## src/common/ext_io_regs.vh

```
// constants for the external control i/o block: timing, range codes, register map
// assumes a 100 MHz clock and the plain strobe register port
`ifndef EXT_IO_REGS_VH
`define EXT_IO_REGS_VH

// clock period in ns
`define CLK_PERIOD_NS 10
// trigger input least low time, us
`define TRIG_IN_MIN_US 10
// least low time in cycles, rounded up
`define TRIG_IN_MIN_CYC ((`TRIG_IN_MIN_US * 1000 + `CLK_PERIOD_NS - 1) / `CLK_PERIOD_NS)
// trigger output least high time, us
`define TRIGGER_OUTPUT_ENABLE_MIN_US 2
`define TRIGGER_OUTPUT_ENABLE_MIN_CYC ((`TRIGGER_OUTPUT_ENABLE_MIN_US * 1000 + `CLK_PERIOD_NS - 1) / `CLK_PERIOD_NS)
// counter widths
`define TRIG_IN_CNT_W 11
`define TRIGGER_OUTPUT_ENABLE_CNT_W 8

// current range codes
`define RANGE_H 2'h0
`define RANGE_M 2'h1
`define RANGE_L 2'h2

// control setting codes
`define CTRL_OFF 2'h0
`define CTRL_V 2'h1
`define CTRL_R 2'h2
`define CTRL_RIV 2'h3

// register map, byte addresses
`define ADDR_W 4
`define REG_CTRL 4'h0
`define REG_EVENT 4'h4
`define REG_STATUS 4'h8

// control register fields
`define CTRL_MODE_LSB 0
`define CTRL_MODE_MSB 1
`define CTRL_MRANGE_LSB 2
`define CTRL_MRANGE_MSB 3
`define CTRL_LOAD_ON 4
`define CTRL_SHORT 5
`define CTRL_TRIGGER_OUTPUT_ENABLE_EN 6
`define CTRL_SEQ_PAUSED 7
`define CTRL_RESET 32'h00000000

// event register fields (write one to fire)
`define EV_DYN_SWITCH 0
`define EV_SEQ_STEP 1
`define EV_MSG_CLEAR 2

// status register fields
`define ST_RANGE_LSB 0
`define ST_RANGE_MSB 1
`define ST_ALARM 2
`define ST_ALARM_MSG 3
`define ST_PAUSED 4
`define ST_RESUMED 5
`define ST_EXT_ACTIVE 6

`endif

```

## src/rtl/external_control_io.v

```verilog
// external control i/o logic of the rear control connector
// assumes active-low inputs already level shifted, open input reads high
// (trigger input idles high here too); registers over a plain strobe port
// one 100 MHz clock; the long trigger timings come from local counters
//
// Overview of operation
// - external range only while manual range high
// - external inputs act only in V/R/RIV setting
// - decode range pins: HH high, HL middle, LH low
// - range status: off/off high, second middle, first low
// - load-on status follows load state
// - valid trigger resumes a paused sequence
// - alarm active low, held while low
// - alarm raises external-alarm message
// - alarm from instrument or slave alike
// - short contact closes only while shorting
// - trigger pulse on dynamic switch, enabled steps
// - trigger pulse high at least 2us
`timescale 1ns/1ps
`include "ext_io_regs.vh"
module external_control_io (
   input wire clk, // 100 MHz clock
   input wire rst, // asynchronous reset, active high
   input wire [`ADDR_W-1:0] addr, // register byte address
   input wire [31:0] wdata, // write data
   input wire wr, // write strobe
   input wire rd, // read strobe
   output reg [31:0] rdata, // read data, cycle after rd
   input wire range_sel1_n, // range select upper input (pin 9), active low
   input wire range_sel0_n, // range select lower input (pin 8), active low
   input wire trig_in_n, // trigger input, active low pulse
   input wire alarm_in_n, // alarm input, active low
   output reg load_on_status, // high while load on
   output reg range_status1, // first range status output, on for low range
   output reg range_status0, // second range status output, on for middle range
   output reg short_contact, // high = relay contact closed
   output reg trigger_output_enable, // trigger output pulse, active high
   output reg alarm_active, // external alarm held active
   output reg external_alarm_message, // sticky alarm message indication
   output reg seq_resume // one-cycle pulse: paused sequence resumes
);
   // timing counts as integers, then cut to the counter widths on purpose
   localparam integer TIN_MIN_I = `TRIG_IN_MIN_CYC;
   localparam integer TOUT_MIN_I = `TRIGGER_OUTPUT_ENABLE_MIN_CYC;
   localparam [`TRIG_IN_CNT_W-1:0] TIN_MIN = TIN_MIN_I[`TRIG_IN_CNT_W-1:0];
   localparam [`TRIGGER_OUTPUT_ENABLE_CNT_W-1:0] TOUT_MIN = TOUT_MIN_I[`TRIGGER_OUTPUT_ENABLE_CNT_W-1:0];
   // last count of a valid low and the final cycle of an output pulse
   localparam [`TRIG_IN_CNT_W-1:0] TIN_LAST = TIN_MIN - {{(`TRIG_IN_CNT_W-1){1'b0}}, 1'b1};
   localparam [`TRIGGER_OUTPUT_ENABLE_CNT_W-1:0] TOUT_ZERO = {`TRIGGER_OUTPUT_ENABLE_CNT_W{1'b0}};
   localparam [`TRIGGER_OUTPUT_ENABLE_CNT_W-1:0] TOUT_ONE = {{(`TRIGGER_OUTPUT_ENABLE_CNT_W-1){1'b0}}, 1'b1};
   // trigger input states, one-hot
   localparam [2:0] TI_IDLE = 3'h1;
   localparam [2:0] TI_LOW = 3'h2;
   localparam [2:0] TI_VALID = 3'h4;

   reg [31:0] ctrl_q;
   reg [2:0] ti_state_q;
   reg [2:0] ti_state_d;
   reg [`TRIG_IN_CNT_W-1:0] ti_cnt_q;
   reg [`TRIGGER_OUTPUT_ENABLE_CNT_W-1:0] to_cnt_q;
   reg paused_q;
   reg resumed_q;
   reg [1:0] range_q;
   reg [1:0] range_d;
   reg trig_fire;
   wire [3:0] sync_out;
   wire sel1_s;
   wire sel0_s;
   wire trig_s;
   wire alarm_s;
   wire [1:0] mode;
   wire [1:0] man_range;
   wire ext_active;
   wire trig_accept;
   wire wr_ctrl;
   wire wr_event;
   // decoded events, alarm level and read data
   wire ev_dyn;
   wire ev_step;
   wire ev_clear;
   wire alarm_now;
   wire ti_long;
   reg [31:0] rdata_d;

   // range code from the two select pins
   function [1:0] decode_range;
      input s1;
      input s0;
      begin
         if (s1 && s0) begin
            decode_range = `RANGE_H;
         end else if (s1) begin
            decode_range = `RANGE_M;
         end else if (s0) begin
            decode_range = `RANGE_L;
         end else begin
            decode_range = `RANGE_H;
         end
      end
   endfunction

   // synchronise control inputs
   sync2 #(
      .W(4)
   ) u_sync (
      .clk(clk),
      .rst(rst),
      .d({range_sel1_n, range_sel0_n, trig_in_n, alarm_in_n}),
      .q(sync_out)
   );

   assign sel1_s = sync_out[3];
   assign sel0_s = sync_out[2];
   assign trig_s = sync_out[1];
   assign alarm_s = sync_out[0];

   // configuration fields
   assign mode = ctrl_q[`CTRL_MODE_MSB:`CTRL_MODE_LSB];
   assign man_range = ctrl_q[`CTRL_MRANGE_MSB:`CTRL_MRANGE_LSB];
   assign ext_active = (mode == `CTRL_V) || (mode == `CTRL_R) || (mode == `CTRL_RIV);
   assign wr_ctrl = wr && (addr == `REG_CTRL);
   assign wr_event = wr && (addr == `REG_EVENT);

   // event bits, each fires only with a write to the event register
   assign ev_dyn = wr_event && wdata[`EV_DYN_SWITCH];
   assign ev_step = wr_event && wdata[`EV_SEQ_STEP];
   assign ev_clear = wr_event && wdata[`EV_MSG_CLEAR];
   // alarm seen while external control is on, from instrument or slave alike
   assign alarm_now = ext_active && !alarm_s;

   // control register
   always @(posedge clk or posedge rst) begin
      if (rst) begin
         ctrl_q <= `CTRL_RESET;
      end else if (wr_ctrl) begin
         ctrl_q <= wdata;
      end
   end

   // active range: external choice only from manual high range
   always @* begin
      range_d = man_range;
      if (ext_active && (man_range == `RANGE_H)) begin
         range_d = decode_range(sel1_s, sel0_s);
      end
   end

   // trigger input pulse measurement
   always @* begin
      ti_state_d = ti_state_q;
      case (ti_state_q)
         TI_IDLE: begin
            if (!trig_s) begin
               ti_state_d = TI_LOW;
            end
         end
         TI_LOW: begin
            if (trig_s) begin
               ti_state_d = TI_IDLE; // too short, invalid
            end else if (ti_long) begin
               ti_state_d = TI_VALID;
            end
         end
         TI_VALID: begin
            if (trig_s) begin
               ti_state_d = TI_IDLE;
            end
         end
         default: begin
            ti_state_d = TI_IDLE;
         end
      endcase
   end

   // trigger accepted on the rising edge after a long enough low
   assign trig_accept = (ti_state_q == TI_VALID) && trig_s && ext_active;

   // the count holds every low sample so far, the one seen in idle included
   assign ti_long = (ti_cnt_q >= TIN_LAST);

   // trigger input state register
   always @(posedge clk or posedge rst) begin
      if (rst) begin
         ti_state_q <= TI_IDLE;
      end else begin
         ti_state_q <= ti_state_d;
      end
   end

   // low time counter: counts from the first low sample seen in idle
   always @(posedge clk or posedge rst) begin
      if (rst) begin
         ti_cnt_q <= {`TRIG_IN_CNT_W{1'b0}};
      end else if ((ti_state_q != TI_VALID) && !trig_s) begin
         ti_cnt_q <= ti_cnt_q + 1'b1;
      end else begin
         ti_cnt_q <= {`TRIG_IN_CNT_W{1'b0}};
      end
   end

   // trigger output sources
   always @* begin
      trig_fire = 1'b0;
      if (ev_dyn) begin
         trig_fire = 1'b1;
      end
      if (ev_step && ctrl_q[`CTRL_TRIGGER_OUTPUT_ENABLE_EN]) begin
         trig_fire = 1'b1;
      end
   end

   // trigger output pulse stretcher
   always @(posedge clk or posedge rst) begin
      if (rst) begin
         to_cnt_q <= {`TRIGGER_OUTPUT_ENABLE_CNT_W{1'b0}};
         trigger_output_enable <= 1'b0;
      end else begin
         if (trig_fire) begin
            to_cnt_q <= TOUT_MIN;
            trigger_output_enable <= 1'b1;
         end else if (to_cnt_q != TOUT_ZERO) begin
            to_cnt_q <= to_cnt_q - 1'b1;
            trigger_output_enable <= (to_cnt_q != TOUT_ONE);
         end else begin
            trigger_output_enable <= 1'b0;
         end
      end
   end

   // sequence pause flag: a resume wins over a pause written in the same cycle
   always @(posedge clk or posedge rst) begin
      if (rst) begin
         paused_q <= 1'b0;
         resumed_q <= 1'b0;
      end else if (trig_accept && paused_q) begin
         paused_q <= 1'b0;
         resumed_q <= 1'b1;
      end else if (wr_ctrl && wdata[`CTRL_SEQ_PAUSED]) begin
         paused_q <= 1'b1;
         resumed_q <= 1'b0;
      end
   end

   // one-cycle resume pulse to the sequencer
   always @(posedge clk or posedge rst) begin
      if (rst) begin
         seq_resume <= 1'b0;
      end else begin
         seq_resume <= trig_accept && paused_q;
      end
   end

   // active range and its two status outputs
   always @(posedge clk or posedge rst) begin
      if (rst) begin
         range_q <= `RANGE_H;
         range_status1 <= 1'b0;
         range_status0 <= 1'b0;
      end else begin
         range_q <= range_d;
         range_status1 <= (range_d == `RANGE_L);
         range_status0 <= (range_d == `RANGE_M);
      end
   end

   // load and short relay outputs follow the control register
   always @(posedge clk or posedge rst) begin
      if (rst) begin
         load_on_status <= 1'b0;
         short_contact <= 1'b0;
      end else begin
         load_on_status <= ctrl_q[`CTRL_LOAD_ON];
         short_contact <= ctrl_q[`CTRL_SHORT];
      end
   end

   // alarm level, held while the synchronised input stays low
   always @(posedge clk or posedge rst) begin
      if (rst) begin
         alarm_active <= 1'b0;
      end else begin
         alarm_active <= alarm_now;
      end
   end

   // sticky alarm message: a new alarm wins over a clear in the same cycle
   always @(posedge clk or posedge rst) begin
      if (rst) begin
         external_alarm_message <= 1'b0;
      end else if (alarm_now) begin
         external_alarm_message <= 1'b1;
      end else if (ev_clear) begin
         external_alarm_message <= 1'b0;
      end
   end

   // status word as software sees it, built field by field
   function [31:0] status_word;
      input ext_on;
      input resumed_in;
      input paused_in;
      input msg_in;
      input alarm_in;
      input [1:0] range_in;
      begin
         status_word = 32'h00000000;
         status_word[`ST_RANGE_MSB:`ST_RANGE_LSB] = range_in;
         status_word[`ST_ALARM] = alarm_in;
         status_word[`ST_ALARM_MSG] = msg_in;
         status_word[`ST_PAUSED] = paused_in;
         status_word[`ST_RESUMED] = resumed_in;
         status_word[`ST_EXT_ACTIVE] = ext_on;
      end
   endfunction

   // read data selected while the strobe stands, zero otherwise
   always @* begin
      rdata_d = 32'h00000000;
      if (rd) begin
         case (addr)
            `REG_CTRL: begin
               rdata_d = ctrl_q;
            end
            `REG_STATUS: begin
               rdata_d = status_word(ext_active, resumed_q, paused_q, external_alarm_message,
                                     alarm_active, range_q);
            end
            default: begin
               rdata_d = 32'h00000000;
            end
         endcase
      end
   end

   // read data register, valid in the cycle after the strobe only
   always @(posedge clk or posedge rst) begin
      if (rst) begin
         rdata <= 32'h00000000;
      end else begin
         rdata <= rdata_d;
      end
   end
endmodule

```

## src/rtl/sync2.v

```verilog
// two-stage synchroniser for a group of level inputs
// assumes inputs may change at any time relative to clk
`timescale 1ns/1ps
module sync2 #(
   parameter W = 4
) (
   input wire clk, // system clock
   input wire rst, // asynchronous reset, active high
   input wire [W-1:0] d, // raw inputs
   output wire [W-1:0] q // synchronised inputs
);
   reg [W-1:0] meta_q;
   reg [W-1:0] sync_q;

   // first stage is read only by the second
   always @(posedge clk or posedge rst) begin
      if (rst) begin
         meta_q <= {W{1'b1}};
         sync_q <= {W{1'b1}};
      end else begin
         meta_q <= d;
         sync_q <= meta_q;
      end
   end

   assign q = sync_q;
endmodule

```

## config.mk

```make
export PLATFORM = sky130hd
export DESIGN_NAME = external_control_io
export DESIGN_NICKNAME = d
export VERILOG_FILES = /design/src/rtl/external_control_io.v /design/src/rtl/sync2.v
export VERILOG_INCLUDE_DIRS = /design/src /design/src/common
export SDC_FILE = /design/constraint.sdc
export NUM_CORES = 1
export LEC_CHECK = 0
export BUFFER_PORTS_ARGS = -buffer_cell sky130_fd_sc_hd__buf_2
export CAP_MARGIN = 40
export CORE_ASPECT_RATIO = 0.7
export CORE_MARGIN = 8
export CORE_UTILIZATION = 40
export DETAILED_ROUTE_END_ITERATION = 6
export SETUP_SLACK_MARGIN = 0.4
export SYNTH_ARGS = -nofsm -noshare
export SYNTH_HDL_FRONTEND = slang
export SYNTH_SLANG_ARGS = --single-unit
```

## constraint.sdc

```tcl
create_clock -name clk -period 4.5 [get_ports clk]
set_input_delay 0.9 -clock clk [delete_from_list [all_inputs] [get_ports clk]]
set_output_delay 0.9 -clock clk [all_outputs]
set_load 0.1 [all_outputs]
```

==> results_dict.tcl, run 1 <==
set metrics [dict create \
    cts_hold_buf 0 \
    dr.max_layer_used "met4" \
    max_cap_violations 0 \
    die_w_um 137 \
    synth-seq-cells 106 \
    synthXorXnorAreaFrac_pct 1.07 \
    yosysWarningCount 0 \
    holdCritPathClass "reg -> reg" \
    r2r_slack_ns 2.65 \
    dr_total_vias 2628 \
    ant_nets 0 \
    cts_sinks 106 \
    utilization_pct 48.9 \
    insertedDiodeCount 0 \
    yosys.area.top_type "dfrtp_1" \
    core_area_um2 10200 \
    dr.pass1.iters 4 \
    synthArstFlopShare_pct 100 \
    fin_setup_tns_ns 0 \
    clock.fmax_ghz 0.412 \
    critPathArrivalTime_ns 2.66 \
    ctsResizeCount 0 \
    clkLatencyLatePin_ns 0.35 \
    cp.required_ns 4.73 \
    cts_root_buf "clkbuf_16" \
    p_leak_nw 2.39 \
    power_density_nw_per_um2 470 \
    hpwl_um 6380 \
    critPathLaunchType "input port" \
    drtIter0Drc 113 \
    place_congestion 0.801 \
    wl_per_cell_um 16.0 \
    crit_type "in -> reg" \
    synth_area_um2 4090 \
    cts_max_level 3 \
    overflow 0 \
    critPathCaptureType "flip-flop" \
    postCtsSetupBuffers 0 \
    drc 0 \
    report.final.setup_viol 0 \
    area_delta_synth_final_pct 21.3 \
    synth_fp_nets 356 \
    period_minus_slack_ns 2.42 \
    hold_viol 0 \
    antenna_found_initial 0 \
    synth_top_area_share_pct 59.3 \
    yosysMostFrequentCell "dfrtp_1" \
    clock_skew_ns 0.00842 \
    synthTopCellsByArea "dfrtp_1, mux2_1, dfstp_2" \
    synth_common_cells "dfrtp_1, mux2_1, and2_1" \
    wl_met1_um 3960 \
    grt_max_degree 44 \
    slowest_delay_ns 0.56 \
    nets 446 \
    grt_pass1_wl_um 14300 \
    met3_length_um 452 \
    drive_gt1_share_pct 30.5 \
    synth_ff_type "dfrtp_1" \
    slew_viol_final 0 \
    syn_area_per_cell_um2 13.3 \
    clockBufferDepth 2 \
    cts_tree "yes" \
    rows 31 \
    yosysSeqAreaShare_pct 65.1 \
    slew_headroom_pct 54.2 \
    yosys.area_share.simple_pct 14.1 \
    path_cells "buf_2 -> or4b_1 -> nor2_4 -> buf_16 -> mux2_2" \
    rsz0062_at_grt "no" \
    boundaryPins 84 \
    fp.dieH_um 101 \
    cts_buffers 9 \
    synth_edf_count 0 \
    critPathTopFamily "simple AND/OR/NAND/NOR gates" \
    critPathSlowestCell "or4b_1" \
    outcome "finished clean" \
    vdd_drop_max_mv 0.274 \
    synth_compound_area_share_pct 6.60 \
    track_usage_pct 13.5 \
    synth.area.mux_share_pct 9.69 \
    synthAdderAreaFrac_pct 1.22 \
    ys_types 44 \
    start_util_pct 40.3 \
    crit_buf_inv 2 \
    period_share_pct 53.9 \
    wl_met2_um 3980 \
    wl_um 8540 \
    cp_max_fo 18 \
    synth_top_family_by_area "simple AND/OR/NAND/NOR gates" \
    netlist_instances 308 \
    grt_pass1_vias 2707 \
    worst_pin_slew_ns 0.685 \
    place.port_buffers 83 \
    die_area_um2 13800 \
    clkTransAtPathRegs_ns 0.07 \
    routed_via_density 4.91 \
]
cells by family after synthesis:
| kind of cell | count (synthesis) |
|---|---|
| DFF | 106 |
| and+or+nand+nor | 96 |
| AOI/OAI and AO/OA | 43 |
| muxes | 36 |
| buffers and inverters | 18 |
| xor gates and xnor gates | 5 |
| adders and majority gates | 4 |
registers in the layout, summed over array words and instances (netlist names):
signal / count
u_sync.q: 4
range_status1: 1
ti_cnt_q: 11
range_status0: 1
short_contact: 1
alarm_active: 1
to_cnt_q: 8
rdata: 32
paused_q: 1
ti_state_q: 3
u_sync.meta_q: 4
range_q: 2
resumed_q: 1
external_alarm_message: 1
trigger_output_enable: 1
load_on_status: 1
seq_resume: 1
ctrl_q: 32
metal layers:
metal | track usage [%] | vias up
li1 | - | 1263
met5 | 0 | -
met3 | 4.58 | 13
met1 | 17.4 | 1301
met4 | 5.07 | 0
met2 | 20.6 | 51
worst paths after layout:
path                                  startpoint  depth (start not counted)             to
worst min-delay path            u_sync.meta_q[0]                          0    u_sync.q[0]
min in group asynchronous                    rst                          2  range_status0
worst max register to register       to_cnt_q[0]                          4    to_cnt_q[1]
worst max-delay path                     addr[3]                          5     ctrl_q[22]
worst min register to register  u_sync.meta_q[0]                          0    u_sync.q[0]
max in group asynchronous                    rst                          3     ctrl_q[29]
cell usage in the layout, fill, tap and decap left out, types with 2 or more instances in the layout:
cell and count:
dfstp_2 9, clkinvlp_4 2, or4_1 6, xnor2_1 3
buf_4 2, or3b_2 4, nor2_1 16, nand2b_1 4
a21oi_1 11, mux2_1 28, buf_2 83, a21o_1 3
nor4_1 2, dfrtp_1 97, inv_1 9, nand2_1 7
ha_1 4, o211ai_1 2, o21ai_0 12, o31ai_1 5
and3_1 2, clkbuf_16 9, nor3_1 3, and2_1 25
mux2i_1 7, xor2_1 2, a211oi_1 4, nand3_1 11
or3_1 6
power breakdown:
part / internal [mW] / total (mW) / switching (mW)
Combinational: 0.145 / 0.417 / 0.272
Clock: 0.392 / 0.733 / 0.341
Sequential: 1.09 / 1.18 / 0.0950
final cells by class:
| cell class | instances | area, um^2 |
|---|---|---|
| clock buffer | 11 | 243 |
| clock inverter | 5 | 37.5 |
| fill | 919 | 5200 |
| inverter | 10 | 40.0 |
| multi-input combinational | 184 | 1350 |
| sequential | 106 | 2660 |
| tap | 132 | 165 |
| timing repair buffer | 87 | 469 |
worst reg2reg max path: stages (launching register included):
cell     delay (ns)
dfrtp_1        0.45
inv_1          0.11
ha_1           0.20
or4b_2         0.66
o311a_1        0.32
through the flow:
stage               std cells  power [mW]  area, um^2  setup slack (ns)  hold slack (ns)
floorplan                 308        1.50        4090             0.826            0.345
global placement          517        1.60        4650              1.59            0.346
detailed placement        519        1.62        4690              1.71            0.347
CTS                       535        2.36        4970              2.08            0.356
global route              535        2.46        4970              2.02            0.359
finish                    535        2.33        4970              2.08            0.355
No activity file was read; power rests on OpenSTA's default activity.
==> inputs of run 2 (changes only) <==
--- a/config.mk
+++ b/config.mk
@@ -6,6 +6,7 @@
 export SDC_FILE = /design/constraint.sdc
 export NUM_CORES = 1
 export LEC_CHECK = 0
+export ABC_AREA = 1
 export BUFFER_PORTS_ARGS = -buffer_cell sky130_fd_sc_hd__buf_2
 export CAP_MARGIN = 40
 export CORE_ASPECT_RATIO = 0.7
==> constraint.sdc (replaced) <==
create_clock -name clk -period 2.1 [get_ports clk]
set_input_delay 0.42 -clock clk [delete_from_list [all_inputs] [get_ports clk]]
set_output_delay 0.42 -clock clk [all_outputs]
set_load 0.1 [all_outputs]
==> results_dict.tcl, run 2 <==
set metrics [dict create \
    crit_buf_inv 1 \
    fillCellCount 968 \
    final_common_cell "dfrtp_1" \
    place.port_buffers 83 \
    rsz0062_at_grt "no" \
    grt_pass1_wl_um 15100 \
    nets 558 \
    synth_edf_count 0 \
    startpoint "external_alarm_message" \
    stdcell_count 647 \
    clock_skew_ns 0.00735 \
    critPathCaptureType "output pin" \
    cp_max_fo 3 \
    insertedDiodeCount 0 \
    r2r_slack_ns 0.65 \
    slew_viol_final 0 \
    dp_cells 631 \
    layout_common_cells "dfrtp_1, buf_2, nand2_1, inv_1, nor2_1" \
    grt_max_degree 50 \
    preCtsSetupSlack_ns 0.539 \
    report.final.setup_viol 0 \
    cts_buffers 9 \
    clockBufferDepth 2 \
    wl_um 9000 \
    holdCritPathClass "in -> async" \
    synthTopCellsByArea "dfrtp_1, nand2_1, dfstp_2" \
    wl_per_cell_um 13.9 \
    power_density_nw_per_um2 1020 \
    place_congestion 0.795 \
    critPathArrivalTime_ns 1.19 \
    antenna_found_initial 0 \
    vdd_drop_max_mv 0.429 \
    rr_startpoint "ti_state_q[0]" \
    cts_tree "yes" \
    synth_fp_nets 468 \
    cts_root_buf "clkbuf_16" \
    max_cap_violations 0 \
    worst_pin_slew_ns 0.571 \
    boundaryPins 84 \
    top_regs "ctrl_q: 32 flops, rdata: 32 flops, ti_cnt_q: 11 flops" \
    start_util_pct 40.8 \
    fp.dieH_um 101 \
    clkTransAtPathRegs_ns 0.07 \
    clkLatencyLatePin_ns 0.34 \
    overflow 0 \
    path_cells "buf_2" \
    slew_headroom_pct 61.6 \
    cts_hold_buf 0 \
    yosysMostFrequentCell "dfrtp_1" \
    drive_gt1_share_pct 26.2 \
    dr.pass1.iters 4 \
    critPathLaunchType "flip-flop" \
    period_minus_slack_ns 1.61 \
    synth_common_cells "dfrtp_1, nand2_1, inv_1" \
    track_usage_pct 13.5 \
    fin_setup_tns_ns 0 \
    cts_max_level 3 \
    ys_types 28 \
    grt_pass1_vias 2988 \
    cts_sinks 106 \
    synthArstFlopShare_pct 100 \
    hpwl_um 6450 \
    netlist_instances 420 \
    die_w_um 138 \
    syn_area_per_cell_um2 9.94 \
    yosysSeqAreaShare_pct 63.8 \
    synth_area_um2 4180 \
    synth_top_area_share_pct 58.1 \
    die_area_um2 14000 \
    yosys.area.top_type "dfrtp_1" \
    rr_endpoint "ti_cnt_q[8]" \
    rr_worst_depth 6 \
    area_delta_synth_final_pct 21.0 \
    p_leak_nw 2.66 \
    period_share_pct 76.7 \
    core_area_um2 10200 \
    drc 0 \
    synth_ff_type "dfrtp_1" \
    yosysWarningCount 0 \
    cp.required_ns 1.68 \
    routed_via_density 4.57 \
    rows 31 \
    dr_total_vias 2959 \
    ctsResizeCount 0 \
    clock.fmax_ghz 0.621 \
    hold_viol 0 \
    worst_slack_ns 0.490 \
    critPathSlowestCell "buf_2" \
    slowest_delay_ns 0.45 \
    critPathTopFamily "buffers and inverters" \
    drtIter0Drc 149 \
    crit_type "reg -> out" \
    postCtsSetupBuffers 0 \
    outcome "finished clean" \
    synth-seq-cells 106 \
    ant_nets 0 \
]
==> run 2: worst max-delay path by stage <==
| stage | cells after the start | slack, ns | endpoint |
|---|---|---|---|
| floorplan | 1 | 0.41 | alarm_active |
| global placement | 6 | 0.59 | ctrl_q[22] |
| detailed placement | 6 | 0.54 | ctrl_q[27] |
| CTS | 1 | 0.46 | external_alarm_message |
| global route | 1 | 0.44 | external_alarm_message |
| finish | 1 | 0.49 | external_alarm_message |
==> run 2: cells by family after synthesis <==
kind of cell | count (synthesis) | synth area share [%]
buffers and inverters | 73 | 7.52
adders and majority gates | 4 | 1.20
AOI/OAI and AO/OA | 61 | 7.88
xor gates and xnor gates | 1 | 0.210
and+or+nand+nor | 175 | 19.4
DFF | 106 | 63.8
==> run 2: area by class of cell <==
| cell class | count | area, um^2 | share of cell area (%) |
|---|---|---|---|
| Multi-Input combinational cell | 241 | 1200 | 23.7 |
| Tap cell | 132 | 165 | 3.27 |
| Timing Repair Buffer | 88 | 490 | 9.71 |
| Clock inverter | 5 | 37.5 | 0.743 |
| Clock buffer | 11 | 253 | 5.00 |
| Inverter | 64 | 244 | 4.83 |
| Sequential cell | 106 | 2660 | 52.7 |
==> run 2: worst register-to-register path, cell delays in order (launching register included) <==
cell and delay, ns:
dfstp_2 0.54, inv_1 0.06, nand3_1 0.11, nand2_1 0.19
inv_1 0.21, o21ai_1 0.11, a21oi_1 0.14
==> run 2: routing by layer <==
metal  GRT usage, %  routed length (um)
met1           19.2                4770
met2           18.7                3640
met3           4.73                 486
met4           4.16                 100
met5              0                   0
==> run 2: per-stage QoR <==
step / total power, mW / utilization [%] / hold slack [ns] / area, um^2
2_1_floorplan: 3.32 / - / 0.345 / 4180
5_1_grt: 5.45 / 49.3 / 0.154 / 5050
6_report: 5.16 / 49.3 / 0.129 / 5050
3_3_place_gp: 3.56 / 46.5 / 0.349 / 4760
3_5_place_dp: 3.58 / 46.5 / 0.348 / 4760
4_1_cts: 5.23 / 49.3 / 0.139 / 5050
==> run 2: where the power goes <==
| group | leakage (nW) | switching (mW) | total [mW] | internal, mW |
|---|---|---|---|---|
| registers | 1.33 | 0.158 | 2.52 | 2.36 |
| clock network | 0.138 | 0.745 | 1.62 | 0.873 |
| logic | 1.19 | 0.731 | 1.02 | 0.285 |
